$ cat src/common/sarc_pkg.sv
// shared constants for the conversion control block
package sarc_pkg;

    // clock rate
    localparam int unsigned CLK_KHZ        = 10_000;

    // conversion timing, longest time rounds down
    localparam int unsigned CONV_MAX_NS    = 427;
    localparam int unsigned CONV_CYC_RAW   = (CONV_MAX_NS * CLK_KHZ) / 1_000_000;
    localparam int unsigned CONV_CYC       = (CONV_CYC_RAW < 1) ? 1 : CONV_CYC_RAW;

    // window after start in which start may still toggle, longest time rounds down
    localparam int unsigned CNV_WIN_NS     = 40;
    localparam int unsigned CNV_WIN_RAW    = (CNV_WIN_NS * CLK_KHZ) / 1_000_000;
    localparam int unsigned CNV_WIN_CYC    = (CNV_WIN_RAW < 1) ? 1 : CNV_WIN_RAW;

    // least acquisition time, rounds up
    localparam int unsigned ACQ_MIN_NS     = 185;
    localparam int unsigned ACQ_CYC_RAW    = (ACQ_MIN_NS * CLK_KHZ + 999_999) / 1_000_000;
    localparam int unsigned ACQ_CYC        = (ACQ_CYC_RAW < 1) ? 1 : ACQ_CYC_RAW;

    // settling after power-on reset
    localparam int unsigned POR_WAIT_MS    = 100;
    localparam int unsigned POR_WAIT_CYC   = POR_WAIT_MS * CLK_KHZ;

    // wake-up wait after sleep; value not given, plain default
    localparam int unsigned WAKE_WAIT_MS   = 10;
    localparam int unsigned WAKE_WAIT_CYC  = WAKE_WAIT_MS * CLK_KHZ;

    // timer width, wide enough for the longest wait
    localparam int unsigned TMR_W          = 24;

    // small counters
    localparam int unsigned AGE_W          = 4;

    // control states
    typedef enum logic [3:0] {
        ST_NAP   = 4'b0001,
        ST_CONV  = 4'b0010,
        ST_SLEEP = 4'b0100,
        ST_WAKE  = 4'b1000
    } sarc_state_t;

endpackage

$ cat src/common/sarc_tmr_if.sv
// handshake between the controller and a down-counting timer
`timescale 1ns/1ps
interface sarc_tmr_if #(
    parameter int unsigned W = 24
);
    logic         start;
    logic [W-1:0] load;
    logic         done;
    logic         running;

    modport ctl (output start, output load, input done, input running);
    modport tmr (input start, input load, output done, output running);
endinterface

$ cat src/sarc_timer.sv
// down-counting timer: done pulses load cycles after the start cycle
`timescale 1ns/1ps
module sarc_timer #(
    parameter int unsigned W = 24
) (
    input  wire logic sys_clk,
    input  wire logic resetn,
    sarc_tmr_if.tmr   tmr
);
    logic [W-1:0] count;

    always_ff @(posedge sys_clk or negedge resetn) begin
        if (!resetn) begin
            count       <= '0;
            tmr.running <= 1'b0;
            tmr.done    <= 1'b0;
        end else begin
            tmr.done <= 1'b0;
            if (tmr.start) begin
                // a restart while running reloads; a zero load behaves as one
                count       <= (tmr.load == '0) ? W'(1) : tmr.load;
                tmr.running <= 1'b1;
            end else if (tmr.running) begin
                if (count == W'(1)) begin
                    tmr.running <= 1'b0;
                    tmr.done    <= 1'b1;
                end
                count <= count - W'(1);
            end
        end
    end
endmodule

$ cat src/sarc_ctrl.sv
// conversion start, busy, nap, sleep and power-on settling control
`timescale 1ns/1ps

// Functional notes
// rising edge of start input begins a conversion and powers the core up.
// start edges during a conversion are ignored; the conversion completes first.
// busy stays high for the whole conversion.
// host toggles start only within 40ns of start or after completion.
// at conversion end the core powers down and tracks the input.
// a new conversion is accepted even if readout was not finished.
// conversion timed internally and finished within 427ns of start.
// host leaves at least 185ns acquisition between conversions.
// reset at power-up and on supply below 2V; reinitialise on return.
// host waits 100ms after power-on reset; earlier results are invalid.
// while napping, everything but the core stays active for readout.
// two starts without serial clock rise: sleep at last busy fall.
// serial clock rise wakes from sleep; host waits wake-up interval.
// busy low when idle and after reset, falls when results are ready.
module sarc_ctrl #(
    parameter int unsigned POR_CYC  = sarc_pkg::POR_WAIT_CYC,
    parameter int unsigned WAKE_CYC = sarc_pkg::WAKE_WAIT_CYC
) (
    input  wire logic sys_clk,
    input  wire logic resetn,
    input  wire logic supply_ok,
    input  wire logic conversion_start_input,
    input  wire logic serial_clock,
    output logic      busy,
    output logic      core_power,
    output logic      acquiring,
    output logic      sleeping,
    output logic      settled,
    output logic      result_ready,
    output logic      result_invalid
);
    localparam int unsigned W = sarc_pkg::TMR_W;

    sarc_pkg::sarc_state_t state;
    sarc_pkg::sarc_state_t next_state;

    logic                           start_q;
    logic                           sck_q;
    logic                           start_rise;
    logic                           start_edge;
    logic                           sck_rise;
    logic                           accept;
    logic                           por_pending;
    logic [1:0]                     start_run;
    logic [sarc_pkg::AGE_W-1:0]     conv_age;
    logic [sarc_pkg::AGE_W-1:0]     acq_age;

    sarc_tmr_if #(.W(W)) conv_tmr ();
    sarc_tmr_if #(.W(W)) settle_tmr ();

    sarc_timer #(.W(W)) u_conv_timer (
        .sys_clk (sys_clk),
        .resetn  (resetn),
        .tmr     (conv_tmr)
    );

    sarc_timer #(.W(W)) u_settle_timer (
        .sys_clk (sys_clk),
        .resetn  (resetn),
        .tmr     (settle_tmr)
    );

    // edge detection on the synchronous pins
    always_ff @(posedge sys_clk or negedge resetn) begin
        if (!resetn) begin
            start_q <= 1'b0;
            sck_q   <= 1'b0;
        end else begin
            start_q <= conversion_start_input;
            sck_q   <= serial_clock;
        end
    end

    assign start_rise = conversion_start_input & ~start_q;
    assign start_edge = conversion_start_input ^ start_q;
    assign sck_rise   = serial_clock & ~sck_q;

    // starts are taken in nap or during wake-up; a start during wake-up is marked invalid
    assign accept = supply_ok & start_rise & ((state == sarc_pkg::ST_NAP) | (state == sarc_pkg::ST_WAKE));

    // conversion timed by the internal counter, no external clock needed
    assign conv_tmr.start = accept;
    // busy falls one cycle after done, so the timer runs one cycle short of the busy length
    assign conv_tmr.load  = W'(sarc_pkg::CONV_CYC - 1);

    // power-on settling and wake-up share one timer; the pending power event wins
    assign settle_tmr.start = por_pending | (supply_ok & (state == sarc_pkg::ST_SLEEP) & sck_rise);
    assign settle_tmr.load  = por_pending ? W'(POR_CYC) : W'(WAKE_CYC);

    // a supply drop restarts settling on every cycle until the supply returns
    always_ff @(posedge sys_clk or negedge resetn) begin
        if (!resetn) begin
            por_pending <= 1'b1;
        end else begin
            por_pending <= ~supply_ok;
        end
    end

    always_comb begin
        next_state = state;
        case (state)
            sarc_pkg::ST_NAP: begin
                if (accept) begin
                    next_state = sarc_pkg::ST_CONV;
                end
            end
            sarc_pkg::ST_CONV: begin
                // further start edges are not looked at here
                if (conv_tmr.done) begin
                    next_state = (start_run == 2'd2) ? sarc_pkg::ST_SLEEP : sarc_pkg::ST_NAP;
                end
            end
            sarc_pkg::ST_SLEEP: begin
                if (sck_rise) begin
                    next_state = sarc_pkg::ST_WAKE;
                end
            end
            sarc_pkg::ST_WAKE: begin
                if (accept) begin
                    next_state = sarc_pkg::ST_CONV;
                end else if (settle_tmr.done) begin
                    next_state = sarc_pkg::ST_NAP;
                end
            end
            default: begin
                next_state = sarc_pkg::ST_NAP;
            end
        endcase
    end

    always_ff @(posedge sys_clk or negedge resetn) begin
        if (!resetn) begin
            state <= sarc_pkg::ST_NAP;
        end else if (!supply_ok) begin
            state <= sarc_pkg::ST_NAP;
        end else begin
            state <= next_state;
        end
    end

    // starts since the last serial clock rise; a clock rise in the same cycle as a start leaves one
    always_ff @(posedge sys_clk or negedge resetn) begin
        if (!resetn) begin
            start_run <= 2'd0;
        end else if (!supply_ok || state == sarc_pkg::ST_SLEEP) begin
            start_run <= 2'd0;
        end else if (accept) begin
            start_run <= (sck_rise || start_run == 2'd0) ? 2'd1 : 2'd2;
        end else if (sck_rise) begin
            start_run <= 2'd0;
        end
    end

    // cycles since the conversion began, saturating
    always_ff @(posedge sys_clk or negedge resetn) begin
        if (!resetn) begin
            conv_age <= '0;
        end else if (accept) begin
            conv_age <= '0;
        end else if (conv_age != '1) begin
            conv_age <= conv_age + sarc_pkg::AGE_W'(1);
        end
    end

    // acquisition length since busy fell, saturating; full after reset
    always_ff @(posedge sys_clk or negedge resetn) begin
        if (!resetn) begin
            acq_age <= '1;
        end else if (conv_tmr.done) begin
            acq_age <= '0;
        end else if (acq_age != '1) begin
            acq_age <= acq_age + sarc_pkg::AGE_W'(1);
        end
    end

    // busy follows the conversion exactly; the supply dropping aborts it
    always_ff @(posedge sys_clk or negedge resetn) begin
        if (!resetn) begin
            busy <= 1'b0;
        end else if (!supply_ok) begin
            busy <= 1'b0;
        end else if (accept) begin
            busy <= 1'b1;
        end else if (conv_tmr.done) begin
            busy <= 1'b0;
        end
    end

    // core powered only while converting; nap and sleep keep it off
    always_ff @(posedge sys_clk or negedge resetn) begin
        if (!resetn) begin
            core_power <= 1'b0;
        end else if (!supply_ok) begin
            core_power <= 1'b0;
        end else if (accept) begin
            core_power <= 1'b1;
        end else if (conv_tmr.done) begin
            core_power <= 1'b0;
        end
    end

    // tracking the input in nap; the serial side stays alive there
    always_ff @(posedge sys_clk or negedge resetn) begin
        if (!resetn) begin
            acquiring <= 1'b0;
            sleeping  <= 1'b0;
        end else begin
            acquiring <= supply_ok & (next_state == sarc_pkg::ST_NAP);
            sleeping  <= supply_ok & (next_state == sarc_pkg::ST_SLEEP);
        end
    end

    // settled once the power-on or wake-up wait has run out
    always_ff @(posedge sys_clk or negedge resetn) begin
        if (!resetn) begin
            settled <= 1'b0;
        end else if (settle_tmr.start || !supply_ok) begin
            settled <= 1'b0;
        end else if (state == sarc_pkg::ST_SLEEP && next_state == sarc_pkg::ST_SLEEP) begin
            settled <= 1'b0;
        end else if (settle_tmr.done) begin
            settled <= 1'b1;
        end
    end

    // results are ready in the cycle busy falls
    always_ff @(posedge sys_clk or negedge resetn) begin
        if (!resetn) begin
            result_ready <= 1'b0;
        end else begin
            result_ready <= supply_ok & conv_tmr.done;
        end
    end

    // a result is marked invalid when the host broke its own timing;
    // the device cannot stop that, it can only report it
    always_ff @(posedge sys_clk or negedge resetn) begin
        if (!resetn) begin
            result_invalid <= 1'b0;
        end else if (accept) begin
            result_invalid <= ~settled | (state == sarc_pkg::ST_WAKE)
                              | (acq_age < sarc_pkg::AGE_W'(sarc_pkg::ACQ_CYC));
        end else if (busy && start_edge && conv_age >= sarc_pkg::AGE_W'(sarc_pkg::CNV_WIN_CYC)) begin
            result_invalid <= 1'b1;
        end else if (!supply_ok) begin
            result_invalid <= 1'b1;
        end
    end
endmodule

$ cat config.mk
export PLATFORM = sky130hd
export DESIGN_NAME = sarc_ctrl
export DESIGN_NICKNAME = d
export VERILOG_FILES = /design/src/common/sarc_pkg.sv /design/src/common/sarc_tmr_if.sv /design/src/sarc_timer.sv /design/src/sarc_ctrl.sv
export SDC_FILE = /design/constraint.sdc
export NUM_CORES = 1
export LEC_CHECK = 0
export ABC_AREA = 0
export BUFFER_PORTS_ARGS = -buffer_cell sky130_fd_sc_hd__buf_2
export CAP_MARGIN = 20
export CORE_MARGIN = 5
export CORE_UTILIZATION = 40
export CTS_CLUSTER_DIAMETER = 200
export DETAILED_ROUTE_END_ITERATION = 6
export PLACE_DENSITY_LB_ADDON = 0.15
export SYNTH_ARGS = -nofsm -noshare
export SYNTH_HDL_FRONTEND = slang
export SYNTH_HIERARCHICAL = 1
export SYNTH_SLANG_ARGS = --single-unit
$ cat constraint.sdc
create_clock -name sys_clk -period 5 [get_ports sys_clk]
set_input_delay 0.25 -clock sys_clk [delete_from_list [all_inputs] [get_ports sys_clk]]
set_output_delay 0.25 -clock sys_clk [all_outputs]
set_load 0.01 [all_outputs]
==> results of run 1 <==
[layout make-up]
class                   instances  area, um^2
fillers                      1023        5440
multi-input cells             423        2510
flip-flops and latches         75        1880
well taps                     136         170
clock buffers                   9         124
clock inverters                 7         100
repair buffers                 15        92.6
inverters                      13        48.8
[layer usage]
layer  global-route usage  routed length (um)  vias up
li1                     -                   -     1781
met1                0.189                4260     1613
met2                0.239                4050       28
met3               0.0390                 219       10
met4               0.0449                 103        0
met5                    0                   0        -
[state kept, by name, summed over array words and instances, names as in the netlist, 2 cells and up]
signal	count
u_conv_timer/count	24
acq_age	4
start_run	2
u_settle_timer/count	24
state	4
conv_age	4
[cell usage in the layout (no fill, tap or decap), types with 3 or more instances in the layout]
| cell type | instances |
|---|---|
| o21ai_0 | 32 |
| or3_2 | 3 |
| or3_1 | 7 |
| ha_1 | 9 |
| buf_2 | 10 |
| conb_1 | 78 |
| nor4_1 | 23 |
| buf_4 | 3 |
| inv_1 | 11 |
| a31oi_1 | 21 |
| dfrtp_1 | 69 |
| a21o_1 | 3 |
| or4_1 | 12 |
| xor2_1 | 14 |
| nor2b_1 | 4 |
| nand4_1 | 10 |
| dfstp_2 | 6 |
| nand2_1 | 39 |
| nor2_1 | 47 |
| a21oi_1 | 5 |
| clkbuf_8 | 9 |
| nand2b_1 | 3 |
| nand3_1 | 13 |
| o41ai_1 | 3 |
| and3b_1 | 3 |
| nor4b_1 | 3 |
| nand4b_1 | 4 |
| nand3b_1 | 6 |
| nor3_1 | 13 |
| nor3b_1 | 8 |
| xnor2_1 | 14 |
| o31ai_1 | 12 |
[power by group]
group          internal (mW)  switching, mW  total, mW
clock                  0.285          0.246      0.531
sequential             0.717          0.141      0.858
combinational          0.168          0.211      0.380
total                   1.17          0.599       1.77
[logic make-up (layout without fill, tap and decap cells)]
kind of cell | Yosys count | in the layout
AOI/OAI and AO/OA | 92 | 92
xor gates and xnor gates | 28 | 28
adders and majority gates | 9 | 9
buffers and inverters | 34 | 44
DFF | 75 | 75
muxes | 4 | 4
other | 2 | 78
and+or+nand+nor | 212 | 212
[worst paths after layout]
| kind | from | to | cells past startpoint |
|---|---|---|---|
| max in group asynchronous | resetn | conv_age[3] | 1 |
| worst max-delay path | state[1] | u_settle_timer/count[12] | 6 |
| worst max register to register | state[1] | u_settle_timer/count[12] | 6 |
| worst min-delay path | resetn | u_settle_timer/count[19] | 1 |
| min in group sys_clk | supply_ok | settled | 2 |
| worst min register to register | acq_age[3] | acq_age[2] | 2 |
[metrics by stage]
stage | instance area, um^2 | setup WS (ns) | hold WS, ns | power (mW) | cells
after global placement | 4680 | 2.61 | 0.380 | 1.23 | 660
final | 4930 | 2.54 | 0.0277 | 1.77 | 678
after detailed placement | 4680 | 2.56 | 0.383 | 1.25 | 660
after global routing | 4930 | 2.30 | 0.114 | 1.90 | 678
after CTS | 4930 | 2.55 | 0.0727 | 1.79 | 678
after floorplan | 4550 | 2.84 | -0.0456 | 1.15 | 532
[worst register-to-register path, stage by stage (launching register included)]
cell and delay, ns:
dfrtp_1 0.46, nor2_1 0.18, nand3b_1 0.23, o31ai_4 0.26, buf_4 0.31, clkinv_1 0.47
mux2_2 0.42
[what timing repair did]
action                     4_1_cts  5_1_grt
hold endpoints to repair         2        0
hold buffers                     2        0
buffers inserted                 0        0
setup endpoints to repair        0        0
==> results.txt, run 1 <==
----------------------------------------------------
[Critical path]
  Setup slack of the most critical reg-to-reg path ... 2.54 ns
  CP Buf/Inv Count ... 2
  Delay of the slowest critical-path stage ... 0.46 ns
  Max stage delay cell, worst path ... dfrtp_1
  Crit path capture type ... flip-flop
  Critical path class ... flip-flop to flip-flop
  Required arrival time at the worst endpoint ... 5.25 ns
  CP Cell Sequence ... nor2_1, nand3b_1, o31ai_4, buf_4, clkinv_1, mux2_2
  Startpoint class of the critical path ... flip-flop
  Critical-path maximum fanout ... 32
  Gate family responsible for the most delay along the worst path ... buffers and inverters
  Signal arrival time at the worst endpoint ... 2.71 ns

[Cells and area]
  Diodes inserted ... 0
  Fraction of layout instances using a drive strength above 1 ... 0.0959
  Final Net Count ... roughly 550
  Core Util, Final ... 0.475
  Area growth from synthesis to layout ... 15.6%

[Logic synthesis]
  Library cell with the highest instance count after synthesis ... dfrtp_1
  Dominant cells by area after synthesis ... dfrtp_1 (41%), nor2_1 (4.1%), o21ai_0 (3.8%), dfstp_2 (3.7%), nand2_1 (3.4%)
  Netlist cell types ... 59
  Cell type contributing the most total cell area after synthesis ... dfrtp_1
  Dominant combinational cell family by area after synthesis ... simple AND/OR/NAND/NOR gates
  Flip-flop and latch count after synthesis ... 75
  Mean Syn Cell Area ... roughly 9.3 um^2
  XOR/XNOR share of the synthesized area ... 0.0575
  Post-synthesis share of cell area spent on full adders, half adders and majority gates ... 0.0264
  Area of the mapped netlist ... 4260 um^2
  Synthesis Warnings ... 6
  Post-synthesis share of cell area spent on and, or, nand and nor gates ... 0.282
  Proportion of synthesized flip-flops having asynchronous set or reset ... 1.00
  Most instantiated flip-flop cell in the synthesis netlist ... dfrtp_1
  Top cells by instance count after synthesis ... dfrtp_1 (69), nor2_1 (47), nand2_1 (39), o21ai_0 (32), nor4_1 (23)
  Sequential share of the synthesized area ... 0.442
  Mux share of post-synthesis cell area ... 0.00998
  EDFF count, synth ... 0
  Complex-gate fraction of the synthesized area ... 0.138
  Post-synthesis cell count ... 456
  Proportion of netlist area held by the largest area contributor ... 0.405

[Floorplan]
  Initial core utilization ... 0.411
  Die width ... 113 um
  Number of top-level design ports ... 12
  Die Ht ... 113 um
  Floorplan die area ... 12,800 um^2
  Number of rows created at floorplan ... 37
  Core Box Area ... 10,400 um^2

[STA]
  Crit share post-route ... 0.493
  Slew HR ... 0.357
  Maximum clock frequency ... 406 MHz
  Final setup vio count ... 0
  Setup tns final ... 0 ns
  Slew at the pin closest to its max-slew limit ... approximately 0.96 ns
  Worst Clk Skew ... 0.00866 ns
  Count of pins over their slew limit ... 0
  RSZ-0062 raised after global routing ... no
  Hold violation total from the final report ... 0
  Post-layout min period ... 2.46 ns

[CTS]
  Number of clock sinks ... 75
  H-tree levels ... 3
  Cell chosen for the clock root ... clkbuf_8
  TritonCTS clock tree ... built
  Clock transition at the registers of the reported paths ... 0.09 ns
  Clock Tree Buf Depth ... 2
  Post-cts sizing count ... 0
  Later-pin clock latency in the skew report ... roughly 0.36 ns
  TritonCTS buffer count ... 9

[Flow run]
  Max-cap violations ... 0

[Detailed routing]
  Overall routed net length ... 8630 um
  DRT Pass-1 Iters ... 4
  Total number of vias ... 3,432
  ANT nets after route ... 0
  Number of remaining DRC errors ... 0
  Final routed wire length divided by cell count ... 12.7 um
  Vias per Instance ... a little over 5
  Initial drt markers ... about 170

[Global routing]
  Residual overflow from global routing ... 0
  Antenna violations before repair ... 0
  Vias in the first global route ... between 3,000 and 4,000
  Global-route total usage across every layer ... 0.146
  Global-route wire length before repair ... 15,500 um
  Largest net degree at the start of global routing ... 76

[Outcome]
  Result of the run ... finished, final reports clean

[Power]
  Standby leakage power ... 2.00 nW
  Cell Pwr Density ... 359 nW/um^2
  Max VDD drop ... 0.000202 V

[Worst hold path]
  Hold Crit Class ... input port to async pin

[Place]
  Weighted congestion at the end of routability-driven global placement ... 0.800
  Buffers on Ports ... 11
  Detailed Place HPWL ... 5830 um

----------------------------------------------------
Note: power is estimated with default switching activity, not from simulation.
==> inputs of run 2 (changes only) <==
- clock period: 5 -> 2 ns (I/O delays scaled with it)
==> results.txt, run 2 (same netlist as run 1, synthesis figures left out) <==
----------------------------------------------------
[Critical path]
  Required arrival time at the worst endpoint ... 2.27 ns (-2.98 ns)
  FF-to-FF path depth ... 4 (-2)
  Setup slack of the most critical reg-to-reg path ... 0.01 ns (-2.53 ns)
  Crit path capture type ... flip-flop
  Critical R2R Capture ... u_settle_timer/count[22]
  Capturing instance or port of the critical path ... u_settle_timer/count[22]
  Start point of the critical path ... u_settle_timer/count[17]
  Critical-path maximum fanout ... 3 (-91%)
  Launch point of the worst reg-to-reg path ... u_settle_timer/count[17]
  Delay of the slowest critical-path stage ... 0.53 ns (+0.07 ns)
  Startpoint class of the critical path ... flip-flop
  Critical path class ... flip-flop to flip-flop
  Signal arrival time at the worst endpoint ... 2.26 ns (-0.45 ns)
  CP Cell Sequence ... or4_4, or4_4, or4_1, a31oi_1
  Most used cell along the critical path ... or4_4
  Max stage delay cell, worst path ... or4_4

[Cells and area]
  Final Net Count ... 597 (+8.3%)
  Fraction of layout instances using a drive strength above 1 ... 0.177 (+0.0809)
  Diodes inserted ... 0 (unchanged)
  Commonest non-fill, non-tap cell in the layout ... conb_1
  Largest regs ... u_conv_timer/count: 24 flops, u_settle_timer/count: 24 flops
  Most used cells in the layout excluding fill and tap cells ... conb_1 (78), dfrtp_1 (67), nor2_1 (47)
  Area growth from synthesis to layout ... 25.5%

[CTS]
  Later-pin clock latency in the skew report ... 0.35 ns (about the same)
  Clock Tree Buf Depth ... 2 (unchanged)
  H-tree levels ... 3 (unchanged)
  TritonCTS clock tree ... built
  TritonCTS buffer count ... 9 (unchanged)
  Clock transition at the registers of the reported paths ... 0.08 ns (about the same)
  Number of clock sinks ... 75 (unchanged)
  Cell chosen for the clock root ... clkbuf_8

[STA]
  Worst Clk Skew ... 0.00673 ns (-0.00193 ns)
  Setup tns final ... 0 ns (unchanged)
  Count of pins over their slew limit ... 0 (unchanged)
  Crit share post-route ... 0.994 (+0.502)
  Hold violation total from the final report ... 0 (unchanged)
  RSZ-0062 raised after global routing ... yes
  Worst Setup Slack, final ... 0.0116 ns (-2.53 ns)
  Maximum clock frequency ... 503 MHz (+24%)
  Post-layout min period ... 1.99 ns (-0.474 ns)
  Final setup vio count ... 0 (unchanged)

[Detailed routing]
  ANT nets after route ... 0 (unchanged)
  Highest routed layer ... met4
  Final routed wire length divided by cell count ... 12.7 um (-0.15%)
  Routed length on met2 ... 4390 um (+8.4%)
  Total number of vias ... 3,591 (+4.6%)
  Vias per Instance ... 4.96 (-2.0%)
  WL met3 ... 202 um (-7.8%)
  Number of remaining DRC errors ... 0 (unchanged)
  Length of routed wiring on met1 ... 4520 um (+6.2%)
  DRT Pass-1 Iters ... 4 (unchanged)
  Overall routed net length ... 9200 um (+6.6%)
  Initial drt markers ... 183 (+8.9%)

[Place]
  Detailed Place HPWL ... 6610 um (+13%)
  Weighted congestion at the end of routability-driven global placement ... 0.793 (-0.83%)
  Buffers on Ports ... 11 (unchanged)
  Worst slack at placement ... -0.139 ns (-2.70 ns)

[Floorplan]
  Die Ht ... 113 um (unchanged)
  Number of rows created at floorplan ... 37 (unchanged)
  Initial core utilization ... 0.411 (unchanged)
  Die width ... 113 um (unchanged)
  Core Box Area ... 10,400 um^2 (unchanged)
  Floorplan die area ... 12,800 um^2 (unchanged)
  Number of top-level design ports ... 12 (unchanged)

[Power]
  Max VDD drop ... 0.000606 V (+200%)
  Cell Pwr Density ... 856 nW/um^2 (+140%)
  Standby leakage power ... 2.23 nW (+12%)

[Global routing]
  Residual overflow from global routing ... 0 (unchanged)
  Global-route total usage across every layer ... 0.156 (+0.00963)
  Global-route wire length before repair ... 16,400 um (+5.8%)
  Antenna violations before repair ... 0 (unchanged)
  Vias in the first global route ... 3,601 (+6.8%)
  Largest net degree at the start of global routing ... 43 (-43%)

[Flow run]
  Max-cap violations ... 0 (unchanged)

[Outcome]
  Result of the run ... finished, final reports clean

[Worst hold path]
  Hold Crit Class ... input port to flip-flop

----------------------------------------------------
## run 2: what timing repair did
item	in CTS	in global routing
hold buffers	3	0
endpoints found under the setup margin	2	16
pin swaps	2	4
resized for setup	2	12
buffers inserted	0	4
hold endpoints to repair	33	0
## run 2: power breakdown
group	switching, mW	total [mW]	internal (mW)
Sequential	0.326	2.12	1.80
Clock	0.550	1.29	0.741
Combinational	0.601	1.17	0.564
Total	1.48	4.58	3.10
## run 2: layout make-up
class                      instances  area (um^2)
clock buffer                      14          153
clock inverter                     2         60.1
fill                             997         5020
inverter                          13         48.8
multi-input combinational        423         2560
sequential                        75         1890
tap                              136          170
timing repair buffer              61          469
## run 2: layer usage
| layer | vias to the layer above | GRT usage |
|---|---|---|
| met4 | 0 | 0.0417 |
| met2 | 28 | 0.263 |
| li1 | 1867 | - |
| met1 | 1689 | 0.198 |
| met3 | 7 | 0.0406 |
| met5 | - | 0 |
## run 2: stage by stage
step	total power, mW	area [um^2]	instances	hold WS, ns	util
after floorplan	2.86	4550	532	-0.196	-
after global placement	3.21	5020	701	0.0842	0.484
after detailed placement	3.25	5020	701	0.0852	0.484
after CTS	4.57	5270	720	0.0399	0.508
after global routing	4.91	5350	724	0.0503	0.516
final	4.58	5350	724	0.0666	0.516
## run 2: worst min path at each step
stage                     depth (start not counted)  startpoint  slack [ns]           end
final                                             2   supply_ok        0.07       settled
after global routing                              2   supply_ok        0.05       settled
after CTS                                         2   supply_ok        0.04       settled
after detailed placement                          1      resetn        0.09  result_ready
after global placement                            1      resetn        0.08  result_ready
after floorplan                                   0      resetn       -0.20     acquiring
## run 2: critical path: cells and delay by family, from the launching register on
family / cells / cell delay, ns
simple gates: 3 / 1.37
flops: 1 / 0.39
compound gates: 1 / 0.15
==> inputs of run 3 (changes only) <==
- SYNTH_HIERARCHICAL: 1 -> unset
==> results.txt, run 3 <==
----------------------------------------------------
[Worst hold path]
  WHS Path Cells ... 2 (unchanged)
  Hold Crit Class ... input port to flip-flop

[Global routing]
  Largest net degree at the start of global routing ... 48 (+12%)
  Vias in the first global route ... 2,900 (-19%)
  Residual overflow from global routing ... 0 (unchanged)
  Global-route total usage across every layer ... 0.145 (-0.0106)
  Antenna violations before repair ... 0 (unchanged)
  Global-route wire length before repair ... 13,600 um (-17%)

[Flow run]
  Max-cap violations ... 0 (unchanged)

[Logic synthesis]
  Top cells by instance count after synthesis ... dfrtp_1 (69), nor2_1 (45), a21oi_1 (24), nand2_1 (19), xor2_1 (16)
  Mux share of post-synthesis cell area ... 0.00518 (-0.00479)
  Dominant cells by area after synthesis ... dfrtp_1 (45%), nor2_1 (4.4%), dfstp_2 (4.1%), xor2_1 (3.6%), a21oi_1 (3.1%)
  Proportion of netlist area held by the largest area contributor ... 0.447 (+0.0421)
  Library cell with the highest instance count after synthesis ... dfrtp_1
  Cell type contributing the most total cell area after synthesis ... dfrtp_1
  EDFF count, synth ... 0 (unchanged)
  Dominant combinational cell family by area after synthesis ... simple AND/OR/NAND/NOR gates
  Area of the mapped netlist ... 3860 um^2 (-9.4%)
  Netlist cell types ... 56 (-5.1%)
  Mean Syn Cell Area ... 10.1 um^2 (+7.6%)
  Post-synth net total ... 398
  Post-synthesis cell count ... 384 (-16%)
  Flip-flop and latch count after synthesis ... 75 (unchanged)
  Proportion of synthesized flip-flops having asynchronous set or reset ... 1.00 (unchanged)
  Complex-gate fraction of the synthesized area ... 0.110 (-0.0281)
  XOR/XNOR share of the synthesized area ... 0.0590 (+0.00145)
  Post-synthesis share of cell area spent on and, or, nand and nor gates ... 0.273 (-0.00857)
  Sequential share of the synthesized area ... 0.488 (+0.0460)
  Post-synthesis share of cell area spent on full adders, half adders and majority gates ... 0.0292 (+0.00275)
  Most instantiated flip-flop cell in the synthesis netlist ... dfrtp_1
  Synthesis Warnings ... 0 (-6)

[Critical path]
  Startpoint class of the critical path ... flip-flop
  Signal arrival time at the worst endpoint ... 2.34 ns (+0.08 ns)
  Critical-path maximum fanout ... 3 (unchanged)
  Required arrival time at the worst endpoint ... 2.27 ns (about the same)
  Critical path class ... flip-flop to flip-flop
  FF-to-FF path depth ... 4 (unchanged)
  Crit path capture type ... flip-flop

[Detailed routing]
  Final routed wire length divided by cell count ... 14.2 um (+12%)
  Initial drt markers ... 161 (-12%)
  Total number of vias ... 3,043 (-15%)
  Vias per Instance ... 5.40 (+9.0%)
  Number of remaining DRC errors ... 0 (unchanged)
  Overall routed net length ... 8010 um (-13%)
  ANT nets after route ... 0 (unchanged)
  DRT Pass-1 Iters ... 4 (unchanged)

[STA]
  Count of pins over their slew limit ... 0 (unchanged)
  RSZ-0062 raised after global routing ... yes
  Hold Worst Slack ... 0.0357 ns (-0.0308 ns)
  Post-layout min period ... 2.07 ns (+0.0823 ns)
  Maximum clock frequency ... 483 MHz (-4.0%)
  Crit share post-route ... 1.04 (+0.0412)
  Worst Clk Skew ... 0.0161 ns (+0.00938 ns)
  Slew at the pin closest to its max-slew limit ... 0.458 ns
  Slew HR ... 0.690
  Hold violation total from the final report ... 0 (unchanged)
  Final setup vio count ... 3 (+3)
  Worst Setup Slack, final ... -0.0707 ns (-0.0823 ns)

[Cells and area]
  Most used cells in the layout excluding fill and tap cells ... dfrtp_1 (69), nor2_1 (45), buf_4 (37)
  Core Util, Final ... 0.489 (-0.0271)
  Area growth from synthesis to layout ... 18.0%
  Filler cell count ... 881 (-12%)
  Final Net Count ... 443 (-26%)
  Largest regs ... u_conv_timer.count: 24 flops, u_settle_timer.count: 24 flops
  Diodes inserted ... 0 (unchanged)
  Fraction of layout instances using a drive strength above 1 ... 0.214 (+0.0374)
  Commonest non-fill, non-tap cell in the layout ... dfrtp_1

[Power]
  Cell Pwr Density ... 1180 nW/um^2 (+38%)
  Standby leakage power ... 1.94 nW (-13%)
  Max VDD drop ... 0.000382 V (-37%)

[CTS]
  Clock transition at the registers of the reported paths ... 0.09 ns (about the same)
  TritonCTS clock tree ... built
  Cell chosen for the clock root ... clkbuf_8
  Number of clock sinks ... 75 (unchanged)
  H-tree levels ... 3 (unchanged)
  TritonCTS buffer count ... 9 (unchanged)
  Later-pin clock latency in the skew report ... 0.35 ns (about the same)
  Clock Tree Buf Depth ... 2 (unchanged)

[Outcome]
  Failing checks ... negative setup slack
  Result of the run ... finished with violations

[Floorplan]
  Die width ... 108 um (-4.4%)
  Number of rows created at floorplan ... 35 (-5.4%)
  Floorplan die area ... 11,700 um^2 (-8.6%)
  Initial core utilization ... 0.414 (+0.00287)
  Core Box Area ... 9330 um^2 (-10%)
  Number of top-level design ports ... 12 (unchanged)
  Die Ht ... 108 um (-4.4%)

[Place]
  Buffers on Ports ... 11 (unchanged)
  Weighted congestion at the end of routability-driven global placement ... 0.798 (+0.63%)
  Detailed Place HPWL ... 5550 um (-16%)

----------------------------------------------------
## run 3: cell count changes in the layout (fill, tap and decap cells not counted), sizes merged, moves of 4 or more
cell,previous run,this run
buf,58,48
a31oi,21,4
a21oi,5,25
nor3b,8,4
xnor2,14,10
nor4,26,11
clkbuf,14,9
nand4,10,6
nand2,39,20
conb,78,0
o21ai,34,10
## run 3: kinds of logic (layout without fill, tap and decap cells)
| group | after synthesis | count (layout) |
|---|---|---|
| simple gates | 178 | 178 |
| buf+inv | 27 | 77 |
| xor+xnor | 26 | 26 |
| mux | 2 | 2 |
| fa+ha+maj | 9 | 9 |
| compound gates | 67 | 67 |
| flops | 75 | 75 |
## run 3: path summary, 6_finish.rpt
| path | slack, ns | startpoint | endpoint |
|---|---|---|---|
| setup / recovery | -0.07 | u_conv_timer.count[16] | u_conv_timer.count[23] |
| hold / removal | 0.04 | supply_ok | state[0] |
| setup reg to reg | -0.07 | u_conv_timer.count[16] | u_conv_timer.count[23] |
| hold reg to reg | 0.54 | acq_age[2] | acq_age[2] |
| max in group asynchronous | 1.14 | resetn | por_pending |
| min in group asynchronous | 0.22 | resetn | u_settle_timer.count[6] |
## run 3: repair_timing
item,4_1_cts,5_1_grt
buffers inserted,1,4
hold buffers,3,0
setup endpoints to repair,5,12
pin swaps,4,3
gates resized for setup,0,10
endpoints found under the hold margin,30,0
## run 3: metal layers
metal  GRT usage  share of wire  wire [um]
met5           0              0          0
met4      0.0541         0.0095         76
met3      0.0293          0.033        263
met2       0.224           0.46       3670
met1       0.201           0.50       4000
## run 3: cell type report
class	count	area (um^2)	share of cell area
sequential	75	1880	0.413
inverter	10	37.5	0.00823
multi-input combinational	282	1890	0.414
tap	129	161	0.0354
clock inverter	7	83.8	0.0184
timing repair buffer	51	378	0.0829
clock buffer	9	124	0.0272
## run 3: through the flow
step | cells | setup slack (ns) | area (um^2) | TNS (ns) | total power [mW]
after floorplan | 384 | -0.0335 | 3860 | -0.0335 | 3.50
after global placement | 539 | -0.0528 | 4240 | -0.0625 | 4.02
after detailed placement | 539 | -0.0764 | 4240 | -0.124 | 4.06
after CTS | 559 | -0.0486 | 4480 | -0.0808 | 5.31
after global routing | 563 | -0.123 | 4560 | -0.343 | 5.83
final | 563 | -0.0707 | 4560 | -0.112 | 5.38
## run 3: critical path, stage by stage, from the launching register on
cell	delay (ns)
dfrtp_1	0.38
or4_4	0.54
or4_4	0.45
or4_4	0.50
a21oi_2	0.14
## run 3: power breakdown
part	switching (mW)	total, mW	leakage, nW	internal [mW]
combinational	0.961	1.91	0.903	0.952
clock	0.620	1.22	0.102	0.598
sequential	0.376	2.25	0.936	1.87
total	1.96	5.38	1.94	3.42
